<file path="config.mk">
export PLATFORM = sky130hd
export DESIGN_NAME = dram_mode_register_file
export DESIGN_NICKNAME = d
export VERILOG_FILES = /design/src/rtl/mode_reg_pkg.sv /design/src/rtl/dram_mode_register_file.sv
export SDC_FILE = /design/constraint.sdc
export NUM_CORES = 1
export LEC_CHECK = 0
export BUFFER_PORTS_ARGS = -buffer_cell sky130_fd_sc_hd__buf_2
export CAP_MARGIN = 5
export CORE_ASPECT_RATIO = 0.6
export CORE_UTILIZATION = 35
export CTS_CLUSTER_SIZE = 20
export DETAILED_ROUTE_END_ITERATION = 10
export PLACE_DENSITY = 0.51
export SLEW_MARGIN = 0
export SYNTH_ARGS = -nofsm -noshare
export SYNTH_HDL_FRONTEND = slang
export SYNTH_SLANG_ARGS = --single-unit
</file>
<file path="constraint.sdc">
create_clock -name mclk -period 2.4 [get_ports mclk]
set_input_delay 0.48 -clock mclk [delete_from_list [all_inputs] [get_ports mclk]]
set_output_delay 0.48 -clock mclk [all_outputs]
set_load 0.03 [all_outputs]
</file>
<file path="src/rtl/mode_reg_pkg.sv">
// Package: offsets, field layouts, reset codes and timing for the mode
// register file. Assumes a single 200 MHz command clock.
package mode_reg_pkg;
  localparam logic [7:0] ADDR_DEVICE_INFO = 8'h00;
  localparam logic [7:0] ADDR_FEATURE_ONE = 8'h01;
  localparam logic [7:0] ADDR_FEATURE_TWO = 8'h02;
  localparam logic [7:0] ADDR_IO_DRIVE = 8'h03;
  localparam logic [7:0] ADDR_REFRESH_RATE = 8'h04;
  localparam logic [7:0] ADDR_MAKER_CODE = 8'h05;
  localparam logic [7:0] ADDR_REVISION_ONE = 8'h06;
  localparam logic [7:0] ADDR_REVISION_TWO = 8'h07;
  localparam logic [7:0] ADDR_GEOMETRY = 8'h08;
  localparam logic [7:0] ADDR_CALIBRATION = 8'h0A;
  localparam logic [7:0] ADDR_TERMINATION = 8'h0B;
  localparam logic [7:0] ADDR_BANK_MASK = 8'h10;
  localparam logic [7:0] ADDR_SEGMENT_MASK = 8'h11;
  localparam logic [7:0] ADDR_DQ_PATTERN_A = 8'h20;
  localparam logic [7:0] ADDR_DQ_PATTERN_B = 8'h28;
  localparam logic [7:0] ADDR_CA_ENTER_ONE = 8'h29;
  localparam logic [7:0] ADDR_CA_EXIT = 8'h2A;
  localparam logic [7:0] ADDR_CA_ENTER_THREE = 8'h30;
  localparam logic [7:0] ADDR_SOFT_RESET = 8'h3F;

  localparam logic [2:0] BURST_EIGHT = 3'h3;
  localparam logic [2:0] WR_RECOVERY_RESET = 3'h0;
  localparam logic [3:0] LATENCY_RESET = 4'h8;
  localparam logic WR_EXTEND_RESET = 1'b1;
  localparam logic [3:0] DRIVE_RESET = 4'h2;
  localparam logic [1:0] TERM_RESET = 2'h0;
  localparam logic [7:0] MASK_RESET = 8'h00;

  localparam logic [1:0] SELFTEST_NOT_RUN = 2'h0;
  localparam logic [1:0] SELFTEST_PIN_HIGH = 2'h1;
  localparam logic [1:0] SELFTEST_PIN_LOW = 2'h2;
  localparam logic [1:0] SELFTEST_PASSED = 2'h3;

  // Calibration command codes
  localparam logic [7:0] CAL_INIT = 8'hFF;
  localparam logic [7:0] CAL_LONG = 8'hAB;
  localparam logic [7:0] CAL_SHORT = 8'h56;
  localparam logic [7:0] CAL_RESET = 8'hC3;

  localparam logic [1:0] GEOM_TYPE = 2'h3;
  localparam logic [3:0] GEOM_DENSITY = 4'h5;
  localparam logic [1:0] GEOM_WIDTH = 2'h0;
  // Arbitrary identity values
  localparam logic [7:0] MAKER_ID = 8'h5A;
  localparam logic [7:0] REVISION_ID1 = 8'h01;
  localparam logic [7:0] REVISION_ID2 = 8'h00;
  localparam logic [7:0] PATTERN_A = 8'h55;
  localparam logic [7:0] PATTERN_B = 8'h3C;

  localparam int CLK_MHZ = 200;
  localparam int INIT_TIME_US = 10;
  localparam int INIT_CYCLES = INIT_TIME_US * CLK_MHZ;

  typedef struct packed {
    logic [2:0] write_recovery_cycles;
    logic [1:0] reserved_future;
    logic [2:0] burst_length_sel;
  } feature_one_t;

  typedef struct packed {
    logic write_level_en;
    logic write_latency_set;
    logic reserved_future;
    logic write_recovery_extend;
    logic [3:0] latency_sel;
  } feature_two_t;

  typedef struct packed {
    logic [2:0] read_latency;
    logic [4:0] unused_hi;
  } dummy_t;
endpackage

</file>
<file path="src/rtl/dram_mode_register_file.sv">
// Mode register file: write-only configuration, read-only status/identity.
// Assumes commands already decoded and synchronous to mclk.
`timescale 1ns/1ps
`default_nettype none
module dram_mode_register_file (
  input wire logic mclk,
  input wire logic rstn,
  input wire logic mode_reg_write_cmd,
  input wire logic mode_reg_read_cmd,
  input wire logic [7:0] reg_addr,
  input wire logic [7:0] write_data,
  input wire logic [2:0] refresh_multiplier_in,
  input wire logic zq_pin_to_supply,
  input wire logic zq_pin_to_ground,
  input wire logic [2:0] burst_start_col,
  input wire logic burst_step,
  output logic [7:0] read_data,
  output logic read_valid,
  output logic strobe_t,
  output logic strobe_c,
  output logic auto_init_pending,
  output logic [2:0] write_recovery_cycles_o,
  output logic [4:0] wr_recovery_count,
  output logic [3:0] read_latency,
  output logic [3:0] write_latency,
  output logic write_level_en,
  output logic [3:0] drive_strength_sel,
  output logic use_factory_trim,
  output logic cal_start,
  output logic [7:0] cal_code,
  output logic [1:0] data_termination_sel,
  output logic powerdown_termination_keep,
  output logic [7:0] bank_refresh_block,
  output logic [7:0] segment_refresh_block,
  output logic ca_training,
  output logic [2:0] burst_col,
  output logic derate_needed
);
  import mode_reg_pkg::*;

  feature_one_t feat1_r;
  feature_two_t feat2_r;
  logic [1:0] selftest_r;
  logic [2:0] mult_r;
  logic tuf_r;
  logic [15:0] init_cnt_r;
  logic [2:0] burst_idx_r;
  logic [7:0] rd_nxt;
  logic soft_rst;
  logic wr_hit;

  function automatic logic [4:0] wr_count(input logic ext,
                                          input logic [2:0] code);
    logic [4:0] v;
    v = 5'h00;
    if (ext) begin
      case (code)
        3'h0: v = 5'h0A;
        3'h1: v = 5'h0B;
        3'h2: v = 5'h0C;
        3'h4: v = 5'h0E;
        3'h6: v = 5'h10;
        default: v = 5'h00;
      endcase
    end else begin
      case (code)
        3'h4: v = 5'h06;
        3'h6: v = 5'h08;
        3'h7: v = 5'h09;
        default: v = 5'h00;
      endcase
    end
    return v;
  endfunction

  function automatic logic lat_ok(input logic [3:0] c);
    return c == 4'h4 || c == 4'h6 || c == 4'h7 || c == 4'h8 ||
           c == 4'h9 || c == 4'hA || c == 4'hC;
  endfunction

  function automatic logic drive_ok(input logic [3:0] c);
    return c == 4'h1 || c == 4'h2 || c == 4'h3 || c == 4'h4 ||
           c == 4'h6 || c == 4'h9 || c == 4'hA || c == 4'hB;
  endfunction

  function automatic logic cal_ok(input logic [7:0] c);
    return c == CAL_INIT || c == CAL_LONG || c == CAL_SHORT ||
           c == CAL_RESET;
  endfunction

  assign wr_hit = mode_reg_write_cmd;
  assign soft_rst = wr_hit && reg_addr == ADDR_SOFT_RESET;

  // Feature one: only the burst-of-eight code is ever stored
  always_ff @(posedge mclk or negedge rstn) begin
    if (!rstn) begin
      feat1_r <= '{WR_RECOVERY_RESET, 2'h0, BURST_EIGHT};
    end else if (soft_rst) begin
      feat1_r <= '{WR_RECOVERY_RESET, 2'h0, BURST_EIGHT};
    end else if (wr_hit && reg_addr == ADDR_FEATURE_ONE) begin
      feat1_r.write_recovery_cycles <= write_data[7:5];
      feat1_r.burst_length_sel <= BURST_EIGHT;
    end
  end

  // Reserved latency codes are refused, so the old pair stays; the set B bit is ignored
  always_ff @(posedge mclk or negedge rstn) begin
    if (!rstn) begin
      feat2_r <= '{1'b0, 1'b0, 1'b0, WR_EXTEND_RESET, LATENCY_RESET};
    end else if (soft_rst) begin
      feat2_r <= '{1'b0, 1'b0, 1'b0, WR_EXTEND_RESET, LATENCY_RESET};
    end else if (wr_hit && reg_addr == ADDR_FEATURE_TWO) begin
      if (lat_ok(write_data[3:0])) begin
        feat2_r.latency_sel <= write_data[3:0];
      end
      feat2_r.write_recovery_extend <= write_data[4];
      feat2_r.write_level_en <= write_data[7];
    end
  end

  always_ff @(posedge mclk or negedge rstn) begin
    if (!rstn) begin
      drive_strength_sel <= DRIVE_RESET;
    end else if (soft_rst) begin
      drive_strength_sel <= DRIVE_RESET;
    end else if (wr_hit && reg_addr == ADDR_IO_DRIVE &&
                 drive_ok(write_data[3:0])) begin
      drive_strength_sel <= write_data[3:0];
    end
  end

  always_ff @(posedge mclk or negedge rstn) begin
    if (!rstn) begin
      data_termination_sel <= TERM_RESET;
      powerdown_termination_keep <= 1'b0;
    end else if (soft_rst) begin
      data_termination_sel <= TERM_RESET;
      powerdown_termination_keep <= 1'b0;
    end else if (wr_hit && reg_addr == ADDR_TERMINATION) begin
      data_termination_sel <= write_data[1:0];
      powerdown_termination_keep <= write_data[2];
    end
  end

  always_ff @(posedge mclk or negedge rstn) begin
    if (!rstn) begin
      bank_refresh_block <= MASK_RESET;
      segment_refresh_block <= MASK_RESET;
    end else if (soft_rst) begin
      bank_refresh_block <= MASK_RESET;
      segment_refresh_block <= MASK_RESET;
    end else if (wr_hit && reg_addr == ADDR_BANK_MASK) begin
      bank_refresh_block <= write_data;
    end else if (wr_hit && reg_addr == ADDR_SEGMENT_MASK) begin
      segment_refresh_block <= write_data;
    end
  end

  always_ff @(posedge mclk or negedge rstn) begin
    if (!rstn) begin
      ca_training <= 1'b0;
    end else if (soft_rst) begin
      ca_training <= 1'b0;
    end else if (wr_hit && (reg_addr == ADDR_CA_ENTER_ONE ||
                            reg_addr == ADDR_CA_ENTER_THREE)) begin
      ca_training <= 1'b1;
    end else if (wr_hit && reg_addr == ADDR_CA_EXIT) begin
      ca_training <= 1'b0;
    end
  end

  // Self-test outcome latched only by the init calibration command;
  // a failed pin also freezes the trim for later calibrations until a reset or soft reset
  always_ff @(posedge mclk or negedge rstn) begin
    if (!rstn) begin
      selftest_r <= SELFTEST_NOT_RUN;
      cal_start <= 1'b0;
      cal_code <= 8'h00;
      use_factory_trim <= 1'b0;
    end else begin
      cal_start <= 1'b0;
      if (soft_rst) begin
        selftest_r <= SELFTEST_NOT_RUN;
        use_factory_trim <= 1'b0;
      end else if (wr_hit && reg_addr == ADDR_CALIBRATION &&
                   cal_ok(write_data)) begin
        if (write_data == CAL_INIT) begin
          if (zq_pin_to_supply) begin
            selftest_r <= SELFTEST_PIN_HIGH;
            use_factory_trim <= 1'b1;
          end else if (zq_pin_to_ground) begin
            selftest_r <= SELFTEST_PIN_LOW;
            use_factory_trim <= 1'b1;
          end else begin
            selftest_r <= SELFTEST_PASSED;
          end
        end
        if (!use_factory_trim && !(write_data == CAL_INIT &&
            (zq_pin_to_supply || zq_pin_to_ground))) begin
          cal_start <= 1'b1;
          cal_code <= write_data;
        end
      end
    end
  end

  // Init timer restarts on the reset command and finishes at the 10 us mark
  always_ff @(posedge mclk or negedge rstn) begin
    if (!rstn) begin
      init_cnt_r <= 16'h0000;
      auto_init_pending <= 1'b1;
    end else if (soft_rst) begin
      init_cnt_r <= 16'h0000;
      auto_init_pending <= 1'b1;
    end else if (auto_init_pending) begin
      if (init_cnt_r == 16'(INIT_CYCLES - 1)) begin
        auto_init_pending <= 1'b0;
      end else begin
        init_cnt_r <= init_cnt_r + 16'h0001;
      end
    end
  end

  // Update flag: a change in the same cycle as a read still sets it
  always_ff @(posedge mclk or negedge rstn) begin
    if (!rstn) begin
      mult_r <= 3'h3;
      tuf_r <= 1'b0;
    end else begin
      mult_r <= refresh_multiplier_in;
      if (refresh_multiplier_in != mult_r) begin
        tuf_r <= 1'b1;
      end else if (mode_reg_read_cmd && reg_addr == ADDR_REFRESH_RATE) begin
        tuf_r <= 1'b0;
      end
    end
  end

  always_comb begin
    rd_nxt = 8'h00;
    case (reg_addr)
      ADDR_DEVICE_INFO:
        rd_nxt = {3'h0, selftest_r, 2'h0, auto_init_pending};
      ADDR_REFRESH_RATE: rd_nxt = {tuf_r, 4'h0, mult_r};
      ADDR_MAKER_CODE: rd_nxt = MAKER_ID;
      ADDR_REVISION_ONE: rd_nxt = REVISION_ID1;
      ADDR_REVISION_TWO: rd_nxt = REVISION_ID2;
      ADDR_GEOMETRY: rd_nxt = {GEOM_WIDTH, GEOM_DENSITY, GEOM_TYPE};
      ADDR_DQ_PATTERN_A: rd_nxt = PATTERN_A;
      ADDR_DQ_PATTERN_B: rd_nxt = PATTERN_B;
      default: rd_nxt = 8'h00;
    endcase
  end

  // Every read answers with a strobe pair, readable or not
  always_ff @(posedge mclk or negedge rstn) begin
    if (!rstn) begin
      read_data <= 8'h00;
      read_valid <= 1'b0;
      strobe_t <= 1'b0;
      strobe_c <= 1'b1;
    end else begin
      read_valid <= mode_reg_read_cmd;
      strobe_t <= mode_reg_read_cmd;
      strobe_c <= !mode_reg_read_cmd;
      if (mode_reg_read_cmd) begin
        read_data <= rd_nxt;
      end
    end
  end

  // Burst walker: wraps within eight, start column bit 0 forced low
  always_ff @(posedge mclk or negedge rstn) begin
    if (!rstn) begin
      burst_idx_r <= 3'h0;
      burst_col <= 3'h0;
    end else if (burst_step) begin
      burst_idx_r <= burst_idx_r + 3'h1;
      burst_col <= burst_idx_r + 3'h1;
    end else begin
      burst_idx_r <= {burst_start_col[2:1], 1'b0};
      burst_col <= {burst_start_col[2:1], 1'b0};
    end
  end

  always_ff @(posedge mclk or negedge rstn) begin
    if (!rstn) begin
      write_recovery_cycles_o <= WR_RECOVERY_RESET;
      wr_recovery_count <= 5'h0A;
      read_latency <= 4'hA;
      write_latency <= 4'h6;
      write_level_en <= 1'b0;
      derate_needed <= 1'b0;
    end else begin
      write_recovery_cycles_o <= feat1_r.write_recovery_cycles;
      wr_recovery_count <= wr_count(feat2_r.write_recovery_extend,
                                    feat1_r.write_recovery_cycles);
      write_level_en <= feat2_r.write_level_en;
      derate_needed <= mult_r == 3'h6;
      case (feat2_r.latency_sel)
        4'h4: begin read_latency <= 4'h6; write_latency <= 4'h3; end
        4'h6: begin read_latency <= 4'h8; write_latency <= 4'h4; end
        4'h7: begin read_latency <= 4'h9; write_latency <= 4'h5; end
        4'h9: begin read_latency <= 4'hB; write_latency <= 4'h6; end
        4'hA: begin read_latency <= 4'hC; write_latency <= 4'h6; end
        4'hC: begin read_latency <= 4'hE; write_latency <= 4'h8; end
        default: begin read_latency <= 4'hA; write_latency <= 4'h6; end
      endcase
    end
  end
endmodule
`default_nettype wire

</file>
# Word level (Yosys, flattened, before mapping)
# Index checks and enable logic that the tools add are counted.
# word_totals
reg_bits,97
inputBits,29
out_inout_bits,67
word_cells,185
# classes
n_addsub,2
eq_ne,48
mux,49
bitwise,1
n_reduce_logical,57
# ops
operator,count
8-bit case mux with 7 select lines,1
"8-bit by 6-bit equality test with 1-bit output, second input constant",6
16-bit two-way mux,3
8-bit two-way mux,5
"4-bit equality test, second input constant",8
5-bit case mux with 5 select lines,1
"4-bit by 3-bit equality test with 1-bit output, second input constant",6
"8-bit by 3-bit equality test with 1-bit output, second input constant",3
"8-bit by 4-bit equality test with 1-bit output, second input constant",3
"8-bit equality test, second input constant",3
4-bit case mux with 6 select lines,1
2-bit nonzero test,11
1-bit two-way mux,21
1-bit logical OR,18
"16-bit by 1-bit adder with 16-bit output, second input constant",1
"16-bit by 11-bit equality test with 1-bit output, second input constant",1
"8-bit by 2-bit equality test with 1-bit output, second input constant",2
"8-bit by 5-bit equality test with 1-bit output, second input constant",2
4-bit case mux with 4 select lines,1
1-bit logical AND,15
5-bit two-way mux,3
"3-bit equality test, second input constant",4
2-bit two-way mux,6
4-bit two-way mux,3
other kinds (18),29

# Longest topological paths before layout
# Gate-level depths: netlist of the first run.
# logic_depth
ltp_word,11
mapped_depth,6

# Worst setup path before layout of the first run
# No wires, ideal clock.
# synth_path
path_type,input to register
startpoint,input port reg_addr[4]
endpoint,register cal_code[0]
setup_ps,125
arrival_time_ps,2013
slack_ps,262
stages,6
path_buffers,2
cell_sequence,buf_6 or4_4 buf_6 nor3_4 o211ai_4 mux2_4
# synth_between
elab_chain_cells,4
word_cells_on_any_way,7
cone_classes,eq/ne (2); bitwise (1); reduce/logical (4)
# synth_rtl
element,line,source
start: declaration,dram_mode_register_file.sv:10,"input wire logic [7:0] reg_addr,"
8-bit by 4-bit equality test with 1-bit output / 8-bit by 6-bit equality test with 1-bit output (equally long branches),"dram_mode_register_file.sv:185, dram_mode_register_file.sv:92",
"1-bit logical AND, on equally long branches","dram_mode_register_file.sv:185, dram_mode_register_file.sv:92",
1-bit logical AND / 1-bit inverter (equally long branches),-,
3-bit AND reduction (no line) (*),-,
end signal: assignment,dram_mode_register_file.sv:201,cal_code <= write_data;
end: declaration,dram_mode_register_file.sv:30,"output logic [7:0] cal_code,"
# Mark *: on every way between the ends. The rest lies on a longest branch, timed or not.
# A chain may end at the register's enable or synchronous reset.

# Final worst setup path of the first run
# layout_path
startpoint,register init_cnt_r[11]
endpoint,register init_cnt_r[12]
# layout_between
elab_chain_cells,4
word_cells_on_any_way,7
cone_classes,add/sub (1); eq/ne (2); mux (3); reduce/logical (1)
# layout_rtl
element,line,source
start: declaration,dram_mode_register_file.sv:46,logic [15:0] init_cnt_r;
start signal: assignment,dram_mode_register_file.sv:219,init_cnt_r <= init_cnt_r + 16'h0001;
16-bit by 1-bit adder with 16-bit output,dram_mode_register_file.sv:219,
16-bit two-way mux,dram_mode_register_file.sv:216,if (init_cnt_r == 16'(INIT_CYCLES - 1)) begin
16-bit two-way mux,dram_mode_register_file.sv:215,end else if (auto_init_pending) begin
16-bit two-way mux,dram_mode_register_file.sv:212,end else if (soft_rst) begin
# Several ways; a longest one is shown, not always the timed one. The select of a mux whose other input is x is not followed.

==> flow_summary_export.csv, run 1 <==
group,metric,value,unit
run_status,status,"complete, no violations",
grt,antenna_found_initial,0,
clock_tree,post-cts-setup-buffers,0,
grt,grt-ovfl-total,0,
detailed_routing,route.detailed.drc,0,
setup_path,crit_path_max_fanout,10,
synth,synth.most_common_cell,"sky130_fd_sc_hd__dfrtp_1",
sta,final.setup.worst_slack,0.321,ns
finish,fillCellCount,1189,
synth,mappedNetlistNets,460,
clock_tree,tritoncts,"built",
synth,post_synth_xor_area_fraction,0.0114,
min_path,worstHoldPathType,"in -> async",
sta,rsz_0062_raised_after_global_routing,"no",
sta,final_min_period_over_clock_period,0.866,
clock_tree,clkTransAtPathRegs,0.07,ns
power,power_density,676,nW/um^2
die,initial_utilization,0.370,
power,share_of_total_power_consumed_by_net_switching,0.276,
finish,finalNetCount,559,
detailed_routing,first_iter_violations,257,
setup_path,worstPathArrival,2.29,ns
clock_tree,clockBufferDepth,2,
synth,synth-simple-area-share,0.222,
die,die_height,90.7,microns
die,die_width,150,microns
synth,count_of_flip_flops_with_a_built_in_enable_after_synthesis,0,
finish,share_of_cells_above_drive_strength_1,0.302,
grt,globalRouteTotalUtil,0.177,
sta,slew_headroom,0.543,
placement,port_buffers,94,
synth,synth_cell_types,61,
synth,synth-adder-area-share,0.00545,
power,power.net_switching,1.04,mW
power,peak_vdd_ir,0.000440,V
synth,syn_avg_cell_area,10.7,sq um
setup_path,cp.required,2.61,ns
synth,netlist_instances,429,
placement,place_congestion,0.827,
placement,post-place-ws,0.185,ns
power,cell_internal_power_dissipation,2.74,mW
synth,yosysWarningCount,0,
detailed_routing,drt.antenna.violating_nets,0,
detailed_routing,number_of_search_and_repair_iterations_in_the_first_detailed_routing_pass,4,
synth,synth.ff_latch_count,97,
clock_tree,root_buffer,"sky130_fd_sc_hd__clkbuf_16",
synth,synthArstFlopShare,1.00,
synth,yosysSeqAreaShare,0.532,
sta,timing.final.setup_violations,0,
die,num_io_pins,96,
setup_path,critical_path.reg2reg.startpoint,"init_cnt_r[11]",
finish,n_antenna_cell,0,
flow_run,drv.max_cap_violation_count,0,
clock_tree,cts.sink_count,97,
power,p_clk_frac,0.380,
clock_tree,clkLatencyLatePin,0.34,ns
sta,max_slew_violations,0,
die,fp.dieArea,13600,sq um
synth,compound_gate_fraction_of_synth_area,0.107,
setup_path,crit_path_end_kind,"register",
sta,maxClockFrequency,0.481,GHz
grt,grt_pass1_wl,18600,microns
clock_tree,cts_hold_buffers,0,
synth,yosysTopAreaCellShare,0.458,
grt,largest_net_degree_at_the_start_of_global_routing,51,
sta,final_period_minus_worst_setup_slack,2.08,ns
power,power.share.combinational,0.128,
setup_path,startpoint_type,"register",
synth,mappedNetlistArea,4590,sq um
synth,synth.area.mux_share,0.0935,
sta,finClkSkew,0.00315,ns
detailed_routing,viasPerCell,5.15,
clock_tree,numCtsBuffers,9,
synth,synth_area_leaders,"sky130_fd_sc_hd__dfrtp_1 46%, sky130_fd_sc_hd__dfstp_2 7.4%, sky130_fd_sc_hd__mux2i_1 6.3%",
detailed_routing,detailroute.via_count,3595,
sta,max_slew.worst_pin.slew,0.685,ns
power,static-leakage-power,2.88,nW
clock_tree,cts-htree-levels,3,
grt,first_global_vias,3540,
setup_path,crit_path_start,"init_cnt_r[11]",
synth,synthTopCellsByCount,"84 x sky130_fd_sc_hd__dfrtp_1, 50 x sky130_fd_sc_hd__nor2_1, 29 x sky130_fd_sc_hd__mux2i_1",
sta,timing.setup.tns,0,ns
synth,synthDominantAreaCellType,"sky130_fd_sc_hd__dfrtp_1",
die,fp-row-count,31,
placement,detailedPlacementHpwl,8240,microns
placement,detailed_place.area,5310,sq um
synth,combinational_family_with_the_most_area_after_synthesis,"simple AND/OR/NAND/NOR gates",
sta,timing.final.hold_violations,0,
die,total_core_area,12400,sq um
detailed_routing,postRouteWirelength,11200,microns
detailed_routing,wl_per_cell,16.1,microns
setup_path,worst-setup-path-type,"reg -> reg",
finish,final_cell_area,5600,sq um
clock_tree,post_cts.resized_instances,0,
synth,ys_dominant_reg_cell,"sky130_fd_sc_hd__dfrtp_1",
finish,flow.area_growth_from_synthesis,22.0,%
power,seq_power_share,0.492,
power,report.power.total,3.79,mW
==> sequential cells by signal (all words and copies together) (netlist names), 2 cells and up <==
signal and cells:
bank_refresh_block 8, burst_idx_r 3, cal_code 8, data_termination_sel 2, drive_strength_sel 4, feat1_r 3, feat2_r 6, init_cnt_r 16
mult_r 3, read_data 8, read_latency 4, segment_refresh_block 8, selftest_r 2, wr_recovery_count 5, write_latency 4, write_recovery_cycles_o 3
==> power by group through the flow <==
stage / Combinational [mW] / Clock (mW) / Sequential [mW]
after floorplan: 0.228 / 0 / 1.96
after global placement: 0.482 / 0 / 1.89
after detailed placement: 0.493 / 0 / 1.89
after CTS: 0.494 / 1.48 / 1.86
after global routing: 0.540 / 1.55 / 1.88
final: 0.486 / 1.44 / 1.86
==> per-layer routing <==
layer	track usage	wire, microns	part of all wire	vias to the layer above
li1	-	-	-	1752
met1	0.269	5880	0.52	1738
met2	0.246	4660	0.41	101
met3	0.0455	630	0.056	4
met4	0.0446	63	0.0056	0
met5	0	0	0	-
==> final timing paths <==
path / endpoint / slack [ns] / cells past startpoint
setup / recovery: init_cnt_r[12] / 0.32 / 4
hold / removal: burst_idx_r[0] / 0.18 / 1
setup reg to reg: init_cnt_r[12] / 0.32 / 4
hold reg to reg: write_level_en / 0.37 / 0
max in group asynchronous: auto_init_pending / 1.57 / 2
min in group mclk: mult_r[0] / 0.26 / 1
==> area by class of cell <==
type                            count  area (sq um)  share of cell area
Clock inverter                      6          65.1              0.0116
Tap cell                          165           206              0.0368
Clock buffer                       10           229              0.0409
Multi-Input combinational cell    303          2020               0.360
Inverter                            8          30.0             0.00536
Timing Repair Buffer              109           611               0.109
Sequential cell                    97          2440               0.436
==> logic make-up (layout without fill, tap and decap cells) <==
logic type	after synthesis	count (layout)
AOI/OAI and AO/OA	76	76
xor gates and xnor gates	6	6
adders and majority gates	2	2
buffers and inverters	29	133
DFF	97	97
muxes	39	39
and+or+nand+nor	180	180
==> critical path, stage by stage (launching register included) <==
cell	delay, ns
sky130_fd_sc_hd__dfrtp_1	0.43
sky130_fd_sc_hd__or4b_1	0.66
sky130_fd_sc_hd__nor4_4	0.56
sky130_fd_sc_hd__nor3_1	0.16
sky130_fd_sc_hd__mux2i_1	0.15
==> metrics by stage <==
| stage | cells | hold slack [ns] | util |
|---|---|---|---|
| after floorplan | 429 | 0.184 | - |
| after global placement | 682 | 0.367 | 0.428 |
| after detailed placement | 682 | 0.362 | 0.428 |
| after CTS | 698 | 0.207 | 0.452 |
| after global routing | 698 | 0.230 | 0.452 |
| final | 698 | 0.181 | 0.452 |
==> cell usage in the layout (no fill, tap or decap), drive strengths merged, types with 13 or more instances in the layout <==
master and count:
a21oi 28, buf 109, dfrtp 84, dfstp 13
mux2i 29, nand2 26, nand3 19, nor2 50
o21ai 17, or4 15
Power figures use the tool's default switching activity.
==> run 2, diff against run 1 <==
==> constraint.sdc (replaced) <==
create_clock -name mclk -period 2.5 [get_ports mclk]
set_input_delay 0.5 -clock mclk [delete_from_list [all_inputs] [get_ports mclk]]
set_output_delay 0.5 -clock mclk [all_outputs]
set_load 0.03 [all_outputs]
==> flow_summary_export.csv, run 2 (synthesized netlist as in run 1, its figures left out) <==
group,metric,value,unit
run_status,status,"complete, no violations",
placement,port_buffers,94,
setup_path,worstPathArrival,2.36,ns
die,initial_utilization,0.370,
setup_path,startpoint_type,"register",
power,static-leakage-power,2.87,nW
finish,largest_register,"init_cnt_r",
power,peak_vdd_ir,0.000441,V
clock_tree,cts.sink_count,97,
sta,max_slew_violations,0,
clock_tree,post_cts.resized_instances,0,
finish,finish.cell_count_without_fillers,696,
sta,max_slew.worst_pin.slew,0.691,ns
clock_tree,tritoncts,"built",
setup_path,worst_r2r_endpoint,"init_cnt_r[15]",
finish,finalNetCount,557,
finish,layout_commonest_cell,"sky130_fd_sc_hd__buf_2",
die,num_io_pins,96,
clock_tree,numCtsBuffers,9,
sta,slew_headroom,0.539,
placement,post-place-ws,0.214,ns
sta,timing.final.setup_violations,0,
detailed_routing,drt.antenna.violating_nets,0,
clock_tree,clkTransAtPathRegs,0.07,ns
clock_tree,clkLatencyLatePin,0.34,ns
clock_tree,cts_hold_buffers,0,
setup_path,worst-setup-path-type,"reg -> reg",
detailed_routing,wl_per_cell,16.5,microns
finish,share_of_cells_above_drive_strength_1,0.301,
sta,final_min_period_over_clock_period,0.838,
grt,grt_pass1_wl,18800,microns
die,die_width,150,microns
grt,grt-ovfl-total,0,
grt,globalRouteTotalUtil,0.180,
detailed_routing,postRouteWirelength,11500,microns
min_path,worstHoldPathType,"in -> async",
setup_path,critical_path.reg2reg.startpoint,"init_cnt_r[6]",
placement,place_congestion,0.796,
sta,final.setup.worst_slack,0.405,ns
finish,n_antenna_cell,0,
clock_tree,cts-htree-levels,3,
setup_path,timing.critical_path.buf_inv,0,
setup_path,crit_path_top_delay_cell,"sky130_fd_sc_hd__or4_1",
setup_path,cp.required,2.77,ns
sta,maxClockFrequency,0.477,GHz
finish,area_used_by_multi_input_combinational_logic,2020,sq um
die,fp-row-count,31,
detailed_routing,route.detailed.drc,0,
die,fp.dieArea,13600,sq um
finish,ff_latch_area,2440,sq um
sta,final_period_minus_worst_setup_slack,2.09,ns
clock_tree,root_buffer,"sky130_fd_sc_hd__clkbuf_16",
placement,place_inst,680,
setup_path,crit_path_max_fanout,6,
setup_path,r2r_slack,0.41,ns
sta,finClkSkew,0.00676,ns
sta,timing.final.hold_violations,0,
power,power_density,657,nW/um^2
finish,largest_register_ffs,16,
finish,most_frequent_cells_in_the_layout,"93 x sky130_fd_sc_hd__buf_2, 84 x sky130_fd_sc_hd__dfrtp_1, 50 x sky130_fd_sc_hd__nor2_1",
setup_path,crit_path_end_kind,"register",
placement,detailedPlacementHpwl,8270,microns
setup_path,cpPeakStageDelay,0.67,ns
clock_tree,post-cts-setup-buffers,0,
setup_path,reg2regPathDepth,4,
die,die_height,90.7,microns
placement,detailed_place.area,5270,sq um
clock_tree,clockBufferDepth,2,
detailed_routing,number_of_search_and_repair_iterations_in_the_first_detailed_routing_pass,5,
die,total_core_area,12400,sq um
grt,largest_net_degree_at_the_start_of_global_routing,46,
setup_path,worstPathCellList,"nand3_1 -> or4_1 -> nor4b_1 -> mux2i_1",
sta,rsz_0062_raised_after_global_routing,"no",
grt,antenna_found_initial,0,
sta,timing.setup.tns,0,ns
setup_path,crit_family,"simple AND/OR/NAND/NOR gates",
finish,fillCellCount,1213,
finish,final_cell_area,5570,sq um
grt,first_global_vias,3405,
finish,flow.area_growth_from_synthesis,21.4,%
detailed_routing,first_iter_violations,267,
detailed_routing,detailroute.via_count,3595,
flow_run,drv.max_cap_violation_count,0,
detailed_routing,viasPerCell,5.17,
run 2: cell types whose count changed in the layout (fill, tap and decap cells not counted):
| cell | previous run | this run |
|---|---|---|
| sky130_fd_sc_hd__buf_12 | 2 | 0 |
| sky130_fd_sc_hd__clkbuf_1 | 1 | 0 |
| sky130_fd_sc_hd__clkbuf_8 | 0 | 1 |
| sky130_fd_sc_hd__clkinv_4 | 0 | 1 |
| sky130_fd_sc_hd__inv_6 | 2 | 1 |
run 2: metrics by stage:
| stage | utilization | power (mW) | hold slack (ns) |
|---|---|---|---|
| 2_1_floorplan | - | 2.10 | 0.204 |
| 3_3_place_gp | 0.425 | 2.27 | 0.372 |
| 3_5_place_dp | 0.425 | 2.29 | 0.364 |
| 4_1_cts | 0.449 | 3.70 | 0.185 |
| 5_1_grt | 0.449 | 3.84 | 0.202 |
| 6_report | 0.449 | 3.66 | 0.166 |
run 2: final cells by class:
cell class,count,share of cell area
repair buffers,107,0.102
inverters,8,0.00539
flip-flops and latches,97,0.438
clock buffers,10,0.0429
well taps,165,0.0370
multi-input cells,303,0.362
clock inverters,6,0.0117
run 2: power by group:
group,switching (mW),internal [mW]
combinational,0.302,0.163
clock,0.600,0.805
sequential,0.104,1.69
run 2: routing by layer:
layer | global-route usage | part of all wire
met5 | 0 | 0
met4 | 0.0429 | 0.0067
met3 | 0.0439 | 0.049
met2 | 0.239 | 0.40
met1 | 0.284 | 0.54
run 2: worst max-delay path by stage:
| stage | from | endpoint | slack (ns) | depth (start not counted) |
|---|---|---|---|---|
| 5_1_grt | init_cnt_r[11] | init_cnt_r[12] | 0.21 | 4 |
| 3_5_place_dp | reg_addr[5] | feat2_r[2] | 0.21 | 5 |
| 3_3_place_gp | reg_addr[5] | feat2_r[0] | 0.24 | 5 |
| 2_1_floorplan | reg_addr[4] | cal_code[0] | 0.34 | 6 |
| 6_report | init_cnt_r[6] | init_cnt_r[15] | 0.41 | 4 |
| 4_1_cts | init_cnt_r[6] | init_cnt_r[15] | 0.40 | 4 |
run 2: worst register-to-register path: stages (launching register included):
cell                      delay [ns]
sky130_fd_sc_hd__dfrtp_1        0.41
sky130_fd_sc_hd__nand3_1        0.29
sky130_fd_sc_hd__or4_1          0.67
sky130_fd_sc_hd__nor4b_1        0.43
sky130_fd_sc_hd__mux2i_1        0.22
==> run 3, diff against run 2 <==
--- a/config.mk
+++ b/config.mk
@@ -11,7 +11,7 @@
 export CORE_UTILIZATION = 35
 export CTS_CLUSTER_SIZE = 20
 export DETAILED_ROUTE_END_ITERATION = 10
-export PLACE_DENSITY = 0.51
+export PLACE_DENSITY = 0.53
 export SLEW_MARGIN = 0
 export SYNTH_ARGS = -nofsm -noshare
 export SYNTH_HDL_FRONTEND = slang
==> constraint.sdc (replaced) <==
create_clock -name mclk -period 1.8 [get_ports mclk]
set_input_delay 0.36 -clock mclk [delete_from_list [all_inputs] [get_ports mclk]]
set_output_delay 0.36 -clock mclk [all_outputs]
set_load 0.03 [all_outputs]
==> flow_summary_export.csv, run 3 (synthesized netlist as in run 1, its figures left out) <==
group,metric,value,unit
run_status,status,"complete, but fails checks",
run_status,violated_checks,"negative setup slack",
placement,port_buffers,94,
grt,grt-ovfl-total,0,
sta,timing.final.setup_violations,1,
die,initial_utilization,0.370,
finish,largest_register_ffs,16,
power,power.net_switching,1.46,mW
grt,antenna_found_initial,1,
grt,largest_net_degree_at_the_start_of_global_routing,98,
finish,area_used_by_multi_input_combinational_logic,2120,sq um
power,seq_power_share,0.478,
detailed_routing,postRouteWirelength,12200,microns
power,static-leakage-power,3.10,nW
min_path,worstHoldPathType,"in -> async",
sta,hold-worst-slack,0.0490,ns
placement,place_inst,718,
power,peak_vdd_ir,0.000492,V
sta,final_period_minus_worst_setup_slack,1.80,ns
grt,globalRouteTotalUtil,0.185,
placement,post-place-ws,-0.221,ns
clock_tree,clkTransAtPathRegs,0.07,ns
sta,maxClockFrequency,0.555,GHz
grt,first_global_vias,3719,
finish,share_of_cells_above_drive_strength_1,0.388,
sta,final.setup.worst_slack,-0.00191,ns
clock_tree,clockBufferDepth,2,
setup_path,r2r_slack,-0.002,ns
setup_path,crit_path_max_fanout,3,
setup_path,crit_path_end_kind,"register",
finish,largest_register,"init_cnt_r",
die,die_width,150,microns
power,share_of_total_power_consumed_by_net_switching,0.281,
setup_path,worstPathArrival,2.03,ns
power,report.power.total,5.21,mW
detailed_routing,route.detailed.drc,0,
detailed_routing,drt.antenna.violating_nets,0,
sta,slew_headroom,0.645,
sta,finClkSkew,0.00616,ns
grt,grt_pass1_wl,19500,microns
power,power.share.combinational,0.152,
sta,max_slew.worst_pin.slew,0.532,ns
sta,final_min_period_over_clock_period,1.00,
clock_tree,cts.sink_count,97,
finish,utilization,0.485,
sta,max_slew_violations,0,
die,fp-row-count,31,
finish,ff_latch_area,2440,sq um
die,num_io_pins,96,
finish,finalNetCount,601,
finish,layout_commonest_cell,"sky130_fd_sc_hd__buf_2",
placement,place_congestion,0.862,
sta,rsz_0062_raised_after_global_routing,"yes",
detailed_routing,detailroute.via_count,3783,
clock_tree,tritoncts,"built",
clock_tree,clkLatencyLatePin,0.34,ns
finish,flow.area_growth_from_synthesis,31.1,%
sta,timing.final.hold_violations,0,
die,die_height,90.7,microns
finish,n_antenna_cell,0,
clock_tree,numCtsBuffers,9,
finish,fillCellCount,1192,
clock_tree,root_buffer,"sky130_fd_sc_hd__clkbuf_16",
detailed_routing,viasPerCell,5.11,
finish,finish.cell_count_without_fillers,740,
die,total_core_area,12400,sq um
flow_run,drv.max_cap_violation_count,0,
die,fp.dieArea,13600,sq um
setup_path,worst-setup-path-type,"reg -> reg",
detailed_routing,number_of_search_and_repair_iterations_in_the_first_detailed_routing_pass,4,
detailed_routing,first_iter_violations,144,
power,p_clk_frac,0.371,
detailed_routing,wl_per_cell,16.4,microns
power,cell_internal_power_dissipation,3.75,mW
setup_path,startpoint_type,"register",
placement,detailedPlacementHpwl,8760,microns
setup_path,cp.required,2.03,ns
clock_tree,cts-htree-levels,3,
finish,most_frequent_cells_in_the_layout,"94 x sky130_fd_sc_hd__buf_2, 83 x sky130_fd_sc_hd__dfrtp_1, 54 x sky130_fd_sc_hd__buf_4",
power,power_density,866,nW/um^2
## run 3: power by group through the flow
stage	combinational [mW]	sequential [mW]	clock (mW)
floorplan	0.308	2.62	0
global route	0.868	2.51	2.06
detailed placement	0.769	2.52	0
finish	0.791	2.49	1.93
global placement	0.751	2.51	0
CTS	0.780	2.48	2.00
## run 3: path summary, 6_finish.rpt
| kind | start | depth (start not counted) | to |
|---|---|---|---|
| max | init_cnt_r[4] | 4 | init_cnt_r[6] |
| min | rstn | 2 | init_cnt_r[7] |
| max reg2reg | init_cnt_r[4] | 4 | init_cnt_r[6] |
| min reg2reg | feat2_r[7] | 0 | write_level_en |
| max in group asynchronous | rstn | 2 | ca_training |
| min in group mclk | refresh_multiplier_in[1] | 1 | mult_r[1] |
## run 3: cell type report
cell class,count,share of cell area
clock buffer,10,0.0380
clock inverter,6,0.0112
inverter,8,0.00499
multi-input combinational,303,0.353
sequential,97,0.406
tap,165,0.0343
timing repair buffer,151,0.153
## run 3: metrics by stage
stage,instance area (sq um),setup TNS [ns]
3_3_place_gp,5590,-2.60
5_1_grt,6020,-0.432
3_5_place_dp,5590,-3.93
4_1_cts,5910,-0.0275
2_1_floorplan,4610,-0.961
6_report,6020,-0.00191
## run 3: critical path, cell delays in order (launching register included)
cell and delay, ns:
sky130_fd_sc_hd__dfrtp_1 0.41, sky130_fd_sc_hd__or4b_4 0.58, sky130_fd_sc_hd__or4_4 0.53, sky130_fd_sc_hd__nand4_1 0.11, sky130_fd_sc_hd__a21oi_2 0.06
## run 3: timing repair
action | CTS | global route
setup endpoints to repair | 8 | 12
buffers inserted | 1 | 4
gates cloned | 1 | 0
gates resized for setup | 6 | 16
hold buffers | 0 | 0
pin swaps | 6 | 8
## run 3: layer usage
layer	part of all wire	routed length, microns	global-route usage
met5	0.00082	10	0
met4	0.0099	121	0.0455
met3	0.049	597	0.0460
met2	0.41	5020	0.261
met1	0.53	6420	0.279
